## src/port4_pkg.sv

```systemverilog
// Constants shared by the port four pin controller and its pin synchroniser.
// Assumes an 8-bit register view placed in the low byte of a 32-bit bus.
package port4_pkg;

   // ==========================================================
   // Register map, byte addresses
   localparam logic [7:0] ADDR_DATA   = 8'h00;
   localparam logic [7:0] ADDR_DIR    = 8'h04;
   localparam logic [7:0] ADDR_SERCFG = 8'h08;
   localparam logic [7:0] ADDR_LEVEL  = 8'h0c;

   // ==========================================================
   // Widths and reset values
   localparam int          NPINS      = 4;
   localparam int          NBIDIR     = 3;
   localparam logic [7:0]  DATA_RESET = 8'hf8;
   localparam logic [7:0]  DIR_RESET  = 8'hf8;
   localparam logic [7:0]  DIR_READ   = 8'hff;
   localparam logic [7:0]  UPPER_ONES = 8'hf0;
   localparam logic [2:0]  BIDIR_ZERO = 3'h0;
   localparam logic [6:0]  CFG_RESET  = 7'h00;
   localparam logic [23:0] PAD_ZERO   = 24'h000000;

   // ==========================================================
   // Bit positions
   localparam int PIN_SCLK = 0;
   localparam int PIN_RX   = 1;
   localparam int PIN_TX   = 2;
   localparam int PIN_IRQ  = 3;

   localparam int CFG_TE     = 0;
   localparam int CFG_RE     = 1;
   localparam int CFG_TXPIN  = 2;
   localparam int CFG_CKE_LO = 3;
   localparam int CFG_CKE_HI = 4;
   localparam int CFG_CKMODE = 5;
   localparam int CFG_IRQSEL = 6;

   // One-hot operating mode inputs
   localparam int MODE_RUN     = 0;
   localparam int MODE_RETAIN  = 1;
   localparam int MODE_STANDBY = 2;
   localparam int NMODES       = 3;

endpackage : port4_pkg

```

## src/pin_sync_if.sv

```systemverilog
// Carrier between the pin controller and its two-flop pin synchroniser.
// Assumes both ends share ref_clk.
`timescale 1ns/100ps
interface pin_sync_if;
   logic [port4_pkg::NPINS-1:0] raw;
   logic [port4_pkg::NPINS-1:0] level;

   modport ctrl (output raw, input level);
   modport sync (input raw, output level);
endinterface : pin_sync_if

```

## src/pin_sync.sv

```systemverilog
// Two-flop synchroniser for the four port pins.
// Assumes raw pin levels are asynchronous to ref_clk.
`timescale 1ns/100ps
module pin_sync (
   // Clock, reset and enable
   input  wire logic ref_clk,
   input  wire logic reset,
   input  wire logic clk_en,
   // Pin levels
   pin_sync_if.sync  pins
);
   // ==========================================================
   // State
   typedef struct packed {
      logic [port4_pkg::NPINS-1:0] meta;
      logic [port4_pkg::NPINS-1:0] stable;
   } sync_state_t;

   sync_state_t st_q;
   sync_state_t st_d;

   // The first stage feeds only the second one
   always_comb begin
      st_d        = st_q;
      st_d.meta   = pins.raw;
      st_d.stable = st_q.meta;
   end

   always_ff @(posedge ref_clk) begin
      if (reset) begin
         st_q <= '0;
      end else if (clk_en) begin
         st_q <= st_d;
      end
   end

   assign pins.level = st_q.stable;
endmodule : pin_sync

```

## src/port4_pin_control.sv

```systemverilog
// Port four pin controller: data and direction registers, pin muxing
// between general-purpose use and serial channel / interrupt functions.
// Assumes a classic Wishbone master on ref_clk and a power controller
// giving a one-hot operating mode on the same clock.
`timescale 1ns/100ps

module port4_pin_control (
   // Clock, reset and enable
   input  wire logic        ref_clk,
   input  wire logic        reset,
   input  wire logic        clk_en,
   // Wishbone slave
   input  wire logic        wb_cyc_i,
   input  wire logic        wb_stb_i,
   input  wire logic        wb_we_i,
   input  wire logic [7:0]  wb_adr_i,
   input  wire logic [3:0]  wb_sel_i,
   input  wire logic [31:0] wb_dat_i,
   output logic      [31:0] wb_dat_o,
   output logic             wb_ack_o,
   // Port pins
   input  wire logic [3:0]  pin_in,
   output logic      [2:0]  pin_out,
   output logic      [2:0]  pin_oe,
   // Serial channel side
   input  wire logic        serial_tx_line,
   input  wire logic        serial_clock_out,
   output logic             serial_rx_line,
   output logic             serial_clock_in,
   // Interrupt request to the interrupt controller
   output logic             ext_irq,
   // Power controller, one-hot
   input  wire logic [2:0]  op_mode
);

   // ==========================================================
   // State
   typedef struct packed {
      logic [2:0] data;
      logic [2:0] dir;
      logic [6:0] cfg;
      logic [2:0] out;
      logic [2:0] oe;
      logic       ack;
      logic [7:0] rdat;
      logic       rx;
      logic       sclk_in;
      logic       irq;
   } ctrl_state_t;

   ctrl_state_t st_q;
   ctrl_state_t st_d;

   pin_sync_if  sync_bus ();

   // ==========================================================
   // Pin synchroniser
   assign sync_bus.raw = pin_in;

   pin_sync pin_sync_inst (
      .ref_clk (ref_clk),
      .reset   (reset),
      .clk_en  (clk_en),
      .pins    (sync_bus.sync)
   );

   // ==========================================================
   // Helpers
   function automatic logic addr_hit(input logic [7:0] a,
                                     input logic [7:0] ref_a);
      addr_hit = (a == ref_a);
   endfunction : addr_hit

   // Read view: latched data on outputs, pin level on inputs
   function automatic logic [7:0] data_view(input logic [2:0] d,
                                            input logic [2:0] dir,
                                            input logic [3:0] lvl);
      logic [7:0] v;
      v = port4_pkg::UPPER_ONES;
      for (int i = 0; i < port4_pkg::NBIDIR; i++) begin
         v[i] = dir[i] ? d[i] : lvl[i];
      end
      v[port4_pkg::PIN_IRQ] = lvl[port4_pkg::PIN_IRQ];
      data_view = v;
   endfunction : data_view

   // ==========================================================
   // Pin function decode
   logic [3:0] lvl;
   logic       te;
   logic       re;
   logic       txpin;
   logic       cke_lo;
   logic       cke_hi;
   logic       ckmode;
   logic       irqsel;
   logic       tx_own;
   logic       clk_out_own;
   logic [2:0] fn_oe;
   logic [2:0] fn_out;

   assign lvl    = sync_bus.level;
   assign te     = st_q.cfg[port4_pkg::CFG_TE];
   assign re     = st_q.cfg[port4_pkg::CFG_RE];
   assign txpin  = st_q.cfg[port4_pkg::CFG_TXPIN];
   assign cke_lo = st_q.cfg[port4_pkg::CFG_CKE_LO];
   assign cke_hi = st_q.cfg[port4_pkg::CFG_CKE_HI];
   assign ckmode = st_q.cfg[port4_pkg::CFG_CKMODE];
   assign irqsel = st_q.cfg[port4_pkg::CFG_IRQSEL];

   assign tx_own      = txpin & te;
   assign clk_out_own = ~cke_hi & (cke_lo | ckmode);

   always_comb begin
      fn_oe  = st_q.dir;
      fn_out = st_q.data;
      // Pin 0: serial clock input wins over everything
      if (cke_hi) begin
         fn_oe[port4_pkg::PIN_SCLK]  = 1'b0;
         fn_out[port4_pkg::PIN_SCLK] = 1'b0;
      end else if (clk_out_own) begin
         fn_oe[port4_pkg::PIN_SCLK]  = 1'b1;
         fn_out[port4_pkg::PIN_SCLK] = serial_clock_out;
      end
      // Pin 1: receive data input
      if (re) begin
         fn_oe[port4_pkg::PIN_RX]  = 1'b0;
         fn_out[port4_pkg::PIN_RX] = 1'b0;
      end
      // Pin 2: transmit data output
      if (tx_own) begin
         fn_oe[port4_pkg::PIN_TX]  = 1'b1;
         fn_out[port4_pkg::PIN_TX] = serial_tx_line;
      end
   end

   // ==========================================================
   // Bus decode
   logic req;
   logic wr;
   logic rd_hit;

   // Ack the cycle after the request; writes land on the same edge
   assign req    = wb_cyc_i & wb_stb_i & ~st_q.ack;
   assign wr     = req & wb_we_i & wb_sel_i[0];
   assign rd_hit = addr_hit(wb_adr_i, port4_pkg::ADDR_DATA)
                 | addr_hit(wb_adr_i, port4_pkg::ADDR_DIR)
                 | addr_hit(wb_adr_i, port4_pkg::ADDR_SERCFG)
                 | addr_hit(wb_adr_i, port4_pkg::ADDR_LEVEL);

   // ==========================================================
   // Next state
   always_comb begin
      st_d     = st_q;
      st_d.ack = req;

      // Register writes
      if (wr && addr_hit(wb_adr_i, port4_pkg::ADDR_DATA)) begin
         st_d.data = wb_dat_i[2:0];
      end
      if (wr && addr_hit(wb_adr_i, port4_pkg::ADDR_DIR)) begin
         st_d.dir = wb_dat_i[2:0];
      end
      if (wr && addr_hit(wb_adr_i, port4_pkg::ADDR_SERCFG)) begin
         st_d.cfg = wb_dat_i[6:0];
      end

      // Register reads; unmapped addresses read zero
      st_d.rdat = 8'h00;
      if (req && !wb_we_i && rd_hit) begin
         if (addr_hit(wb_adr_i, port4_pkg::ADDR_DATA)) begin
            st_d.rdat = data_view(st_q.data, st_q.dir, lvl);
         end else if (addr_hit(wb_adr_i, port4_pkg::ADDR_DIR)) begin
            st_d.rdat = port4_pkg::DIR_READ;
         end else if (addr_hit(wb_adr_i, port4_pkg::ADDR_SERCFG)) begin
            st_d.rdat = {1'b0, st_q.cfg};
         end else begin
            st_d.rdat = {4'h0, lvl};
         end
      end

      // Alternate-function inputs from the pins
      st_d.rx      = re & lvl[port4_pkg::PIN_RX];
      st_d.sclk_in = cke_hi & lvl[port4_pkg::PIN_SCLK];
      st_d.irq     = irqsel & lvl[port4_pkg::PIN_IRQ];

      // Pin drive follows the power mode; retain freezes the oe and out flops
      if (op_mode[port4_pkg::MODE_STANDBY]) begin
         st_d.oe  = port4_pkg::BIDIR_ZERO;
         st_d.out = port4_pkg::BIDIR_ZERO;
      end else if (op_mode[port4_pkg::MODE_RETAIN]) begin
         st_d.oe  = st_q.oe;
         st_d.out = st_q.out;
      end else if (op_mode[port4_pkg::MODE_RUN]) begin
         st_d.oe  = fn_oe;
         st_d.out = fn_out;
      end
   end

   // ==========================================================
   // Registers
   // Reset leaves every pin high impedance until a direction or serial config write takes effect in run mode
   always_ff @(posedge ref_clk) begin
      if (reset) begin
         st_q      <= '0;
         st_q.data <= port4_pkg::DATA_RESET[2:0];
         st_q.dir  <= port4_pkg::DIR_RESET[2:0];
         st_q.cfg  <= port4_pkg::CFG_RESET;
         st_q.oe   <= port4_pkg::BIDIR_ZERO;
      end else if (clk_en) begin
         st_q <= st_d;
      end
   end

   // ==========================================================
   // Outputs
   assign wb_ack_o        = st_q.ack;
   assign wb_dat_o        = {port4_pkg::PAD_ZERO, st_q.rdat};
   assign pin_out         = st_q.out;
   assign pin_oe          = st_q.oe;
   assign serial_rx_line  = st_q.rx;
   assign serial_clock_in = st_q.sclk_in;
   assign ext_irq         = st_q.irq;

endmodule : port4_pin_control

```

## config.mk

```make
export PLATFORM = sky130hd
export DESIGN_NAME = port4_pin_control
export DESIGN_NICKNAME = d
export VERILOG_FILES = /design/src/port4_pkg.sv /design/src/pin_sync_if.sv /design/src/pin_sync.sv /design/src/port4_pin_control.sv
export SDC_FILE = /design/constraint.sdc
export NUM_CORES = 1
export LEC_CHECK = 0
export BUFFER_PORTS_ARGS = -buffer_cell sky130_fd_sc_hd__buf_2
export CAP_MARGIN = 10
export CORE_UTILIZATION = 40
export DETAILED_ROUTE_END_ITERATION = 8
export GPL_TIMING_DRIVEN = 1
export HOLD_SLACK_MARGIN = 0.15
export PLACE_DENSITY = 0.76
export RECOVER_POWER = 50
export SLEW_MARGIN = 20
export SYNTH_ARGS = -nofsm -noshare
export SYNTH_HDL_FRONTEND = slang
export SYNTH_HIERARCHICAL = 1
export SYNTH_SLANG_ARGS = --single-unit
```

## constraint.sdc

```tcl
create_clock -name ref_clk -period 3.9 [get_ports ref_clk]
set_clock_uncertainty 0.05 [all_clocks]
set_input_delay 0.39 -clock ref_clk [delete_from_list [all_inputs] [get_ports ref_clk]]
set_output_delay 0.39 -clock ref_clk [all_outputs]
set_load 0.01 [all_outputs]
```

# [Word-level counts from Yosys, hierarchy flattened]
# Cells that the tools add are included.
[classes] n_addsub=0 n_mul=0 n_div=0 n_lt_le_gt_ge=0 eq_ne=4 shifts=0 mux=18 bitwise=15 reduce_logical=12
[ops] op="$mux 8" n=3
[ops] op="$mux 6" n=3
[ops] op="$eq 8x4->1 const B" n=2
[ops] op="$mux 1" n=11
[ops] op="$and 1x1->1" n=9
[ops] op="$eq 8x3->1 const B" n=1
[ops] op="$logic_not 8->1" n=1
[ops] op="$mux 7" n=1
[ops] op="$reduce_and 2->1" n=3
[ops] op="$logic_and 1x1->1" n=5
[ops] op="$or 1x1->1" n=4
[ops] op="$reduce_and 3->1" n=1
[ops] op="$ne 2x1->1 const B" n=1
[ops] op="$not 1->1" n=2
[ops] op="$reduce_bool 2->1" n=1
[ops] op="$logic_not 1->1" n=1
[word_totals] reg_bits=39 latch_bits=0 ram_bits=0 rom_bits=0 input_bits=59 output_inout_bits=42 elab_cells=61 n_memories=0

# [Depth between registers and ports, before layout]
[depth] ltp_word=7 ltp_mapped=5 mapped_depth_nobuf=4

# [Hierarchy]
# Netlist, hierarchy kept.
[by_module_without_submodules] module="port4_pin_control" n_inst=1 cells_per_inst=196 area_per_inst_um2=1692.9 seq_area_each_um2=620.6
[by_module_without_submodules] module="pin_sync" n_inst=1 cells_per_inst=26 area_per_inst_um2=285.3 seq_area_each_um2=160.2

# [Worst setup path after synthesis]
# No wires, ideal clock.
[synth_path] kind="input port to flip-flop" startpoint="input port wb_adr_i[5]" endpoint="register st_q[28] (netlist bit)" setup_time_ns=0.128 arrival_time_ns=1.809 t_required_ns=3.722 slack_ns=1.914 path_stages=5 n_path_buf=1 path_cell_list="or4_4 > or4_1 > clkbuf_1 > mux2i_1 > nor2_1"
[synth_between] elab_chain_len=3
[synth_rtl] item="start: declaration" line_no="port4_pin_control.sv:16" rtl="input wire logic [7:0] wb_adr_i,"
[synth_rtl] item="$logic_not 8->1" line_no="port4_pin_control.sv:71" rtl="addr_hit = (a == ref_a);"
[synth_rtl] item="$logic_and 1x1->1" line_no="port4_pin_control.sv:158" rtl="if (wr && addr_hit(wb_adr_i, port4_pkg::ADDR_DATA)) begin"
[synth_rtl] item="$reduce_and 2->1 (no source line)"
[synth_rtl] item="end signal: assignment" line_no="port4_pin_control.sv:211" rtl="st_q <= st_d;"
[synth_rtl] item="end: declaration" line_no="port4_pin_control.sv:51" rtl="ctrl_state_t st_q;"
# No other way between the ends.
# A chain may end at the register's enable or synchronous reset.

# [Worst setup path in the final report]
[layout_path] startpoint="input port clk_en" endpoint="register st_q (netlist bit cke_lo)"
[layout_between] elab_chain_len=1
[layout_rtl] item="start: declaration" line_no="port4_pin_control.sv:11" rtl="input wire logic clk_en,"
[layout_rtl] item="$reduce_and 2->1 (no source line)"
# No other way between the ends.

==> out/qor.csv <==
stage,metric,value,unit
finish,fraction of final layout cells sized beyond drive strength 1,17.7,%
timing,highest clock frequency the design can meet,401,MHz
clock_tree,hold buffers post-CTS,0,
clock_tree,clock insertion delay at the later pin of the skew report,0.30,ns
global_route,Top Usage Layer GRT,met2,
synthesis,sequential cell area fraction in the yosys report,39.5,%
die,Die Footprint,5230,um^2
synthesis,Yosys cell types,30,
clock_tree,"Clk pin slew, worst setup/hold paths",0.07,ns
finish,"most common cell after layout, fill and taps aside",sky130_fd_sc_hd__dfxtp_1,
global_route,wire length of the first global-routing pass,6.13,mm
placed_design,total of buffers placed on input and output ports,48,
timing,actual slew at the worst max-slew pin,1.08,ns
pwr,cell internal pwr,0.000587,W
clock_tree,CTS buffer count,5,
detailed_routing,total via count after detailed routing,1479,
die,Ports,101,
critical_path,Worst path slowest cell,sky130_fd_sc_hd__clkbuf_1,
pwr,power density cells,359,nW/um^2
detailed_routing,antenna violation net count after detailed routing,0,
critical_path,Reg-to-Reg Start,wb_ack_o,
synthesis,#FFs+latches synth,39,
timing,Relative slew margins,27.9,%
global_route,global router's overall resource usage,15.6,%
detailed_routing,Routed WL per cell,11.8,um
critical_path,endpoint of the lowest-slack register-to-register path,cke_lo,
timing,number of hold violations in the final report,0,
timing,RSZ-0062 raised after global routing,false,
min_path,start point of the worst hold path,pin_in[1],
critical_path,list of cells traversed by the critical path,"clkbuf_1, nand4b_1, nor4_4, mux2i_1, nor2_1",
min_path,class of the worst hold path,in -> reg,
synthesis,mean instance size in the synthesized netlist,8.91,um^2
clock_tree,Sinks on Clock Net,39,
global_route,largest net degree at the start of global routing,38,
die,height of the die,72.3,um
detailed_routing,first-pass detailed-route iteration total,4,
critical_path,Register-to-Register Setup Slack,2.06,ns
global_route,GR met1 Demand/Resource,19.7,%
timing,final count of pins violating max slew,0,
synthesis,number of enable flip-flop cells after synthesis,0,
timing,accumulated negative setup slack,0,ns
timing,Tmin final,2.49,ns
pwr,switching power total,0.000180,W
pwr,VDD IR max,0.159,mV
clock_tree,buffers inserted during post-CTS setup optimization,0,
pwr,standby leakage power,0.853,nW
status,run status,completed,
clock_tree,Resize count post-CTS,0,
finish,Final Non-Filler Cells,321,
critical_path,Crit path arrival time,2.60,ns
detailed_routing,DR iter-0 viols,45,
die,Die X-Extent,72.3,um
flow_run,max_cap viols,0,
pwr,clock share of power,38.7,%
placed_design,Post-DP HPWL,2.78,mm
global_route,global routing usage on met2,24.2,%
clock_tree,library cell used as clock root buffer,sky130_fd_sc_hd__clkbuf_8,
synthesis,synthesized area,1980,um^2
die,starting density of the core,41.6,%
critical_path,crit path max fanout,22,
pwr,fraction of power spent switching nets,23.5,%
critical_path,r2r worst-path depth,4,
finish,"top library cells by usage in the layout, fill and taps aside","39 x sky130_fd_sc_hd__dfxtp_1, 31 x sky130_fd_sc_hd__nor2_1, 30 x sky130_fd_sc_hd__buf_2",
finish,Final #Nets,312,
finish,total inserted antenna cells,0,
finish,post-route core utilization,45.0,%
detailed_routing,drt drc,0,
finish,layout-stage area growth over the synthesis result,8.16,%
critical_path,highest cell delay on the worst timing path,0.78,ns
clock_tree,H-tree depth reported by CTS,2,
global_route,sum of overflow across all layers after global routing,0,
die,total number of placement rows,25,
pwr,power share of the sequential group,52.8,%
min_path,WHS Path Cells,3,
synthesis,flip-flop cell with the highest count after synthesis,sky130_fd_sc_hd__dfxtp_1,
timing,post-route clock period utilization,63.9,%
critical_path,classification of the worst setup path,in -> reg,
detailed_routing,total detailed-routing wirelength,3.78,mm
die,Floorplan Core Area,4750,um^2
clock_tree,Max clock buf depth,2,
min_path,hold endpoint,pin_sync_inst/st_d[1],
critical_path,required time of the worst setup path,4.01,ns
global_route,met3 Use GR,4.72,%
placed_design,number of placed cells counting well taps,313,
critical_path,nature of the critical path endpoint,flip-flop,
clock_tree,clock tree from TritonCTS,done,
detailed_routing,number of vias per cell,4.61,
synthesis,number of instances in the synthesized netlist,222,
synthesis,count of warnings emitted by yosys,6,
placed_design,Final GP Congestion,0.751,
critical_path,kind of start point of the critical path,input port,
pwr,overall power after layout,0.000768,W
global_route,number of global-route vias before repair,1314,
pwr,combinational share of power,8.5,%
timing,total of endpoints with negative setup slack in the final report,0,
global_route,antenna violations before repair,0,
synthesis,fraction of registers with async set or reset after synthesis,0,%
[cell usage after synthesis (2+ instances only)]
library cell,n,area [um^2]
sky130_fd_sc_hd__mux2i_1,27,270
sky130_fd_sc_hd__clkbuf_1,6,22.5
sky130_fd_sc_hd__or4_1,3,22.5
sky130_fd_sc_hd__dfxtp_1,39,781
sky130_fd_sc_hd__or4b_2,2,20.0
sky130_fd_sc_hd__nand2_1,12,45.0
sky130_fd_sc_hd__nor4_2,2,25.0
sky130_fd_sc_hd__nand3_1,5,25.0
sky130_fd_sc_hd__buf_4,38,285
sky130_fd_sc_hd__nor2_1,31,116
sky130_fd_sc_hd__o221ai_1,3,26.3
sky130_fd_sc_hd__o21ai_1,3,15.0
sky130_fd_sc_hd__nor3_1,2,10.0
sky130_fd_sc_hd__inv_1,3,11.3
sky130_fd_sc_hd__nand2b_1,7,43.8
sky130_fd_sc_hd__nand4b_1,4,35.0
sky130_fd_sc_hd__buf_1,2,7.51
sky130_fd_sc_hd__a21oi_1,14,70.1
sky130_fd_sc_hd__o21ai_0,5,25.0
sky130_fd_sc_hd__nor2b_1,4,25.0
[worst max-delay path by stage]
stage | startpoint | end | slack [ns] | depth (start not counted)
finish | clk_en | cke_lo | 1.41 | 5
global route | clk_en | cke_lo | 1.11 | 5
CTS | clk_en | cke_lo | 1.91 | 5
detailed placement | clk_en | cke_lo | 1.60 | 5
global placement | clk_en | irqsel | 1.60 | 5
floorplan | wb_adr_i[5] | st_q[28] | 1.91 | 5
[metrics by stage]
| stage | hold slack (ns) | setup slack [ns] | area (um^2) |
|---|---|---|---|
| CTS | 0.275 | 1.91 | 2160 |
| global placement | 0.385 | 1.60 | 2060 |
| detailed placement | 0.388 | 1.60 | 2060 |
| floorplan | 0.376 | 1.91 | 2060 |
| finish | 0.282 | 1.41 | 2140 |
| global route | 0.288 | 1.11 | 2140 |
[state kept, by name, indices dropped and copies added (netlist names), 3 cells and up]
signal                    count
pin_out                       3
pin_oe                        3
wb_dat_o                      8
st_q                          8
pin_sync_inst/st_d            4
pin_sync_inst/pins.level      4
[layer usage]
layer / wire, um / up-vias
li1: - / 758
met4: 68 / 0
met5: 0 / -
met1: 1790 / 667
met2: 1720 / 47
met3: 200 / 7
[logic make-up after synthesis]
group,count (synthesis),synth area share (%)
and+or+nand+nor,78,21.8
muxes,27,13.7
AOI/OAI and AO/OA,27,7.78
buffers and inverters,50,17.1
DFF,39,39.5
other,1,0.190
[worst max-delay path: cells and delay by family]
kind          cells  cell delay [ns]
simple gates      3             1.17
buf+inv           1             0.78
mux               1             0.25
[layout make-up]
type / instances / area (um^2)
Fill cell: 491 / 2620
Inverter: 3 / 11.3
Clock buffer: 8 / 100
Multi-Input combinational cell: 156 / 946
Sequential cell: 39 / 781
Tap cell: 67 / 83.8
Timing Repair Buffer: 48 / 218
[power groups by stage]
stage	clock network, W	registers [W]	logic, W
after detailed placement	0	0.000415	0.0000648
after global placement	0	0.000414	0.0000638
final	0.000297	0.000405	0.0000649
after global routing	0.000322	0.000406	0.0000736
after CTS	0.000307	0.000405	0.0000650
after floorplan	0	0.000414	0.0000595
No activity file was read; power rests on OpenSTA's default activity.
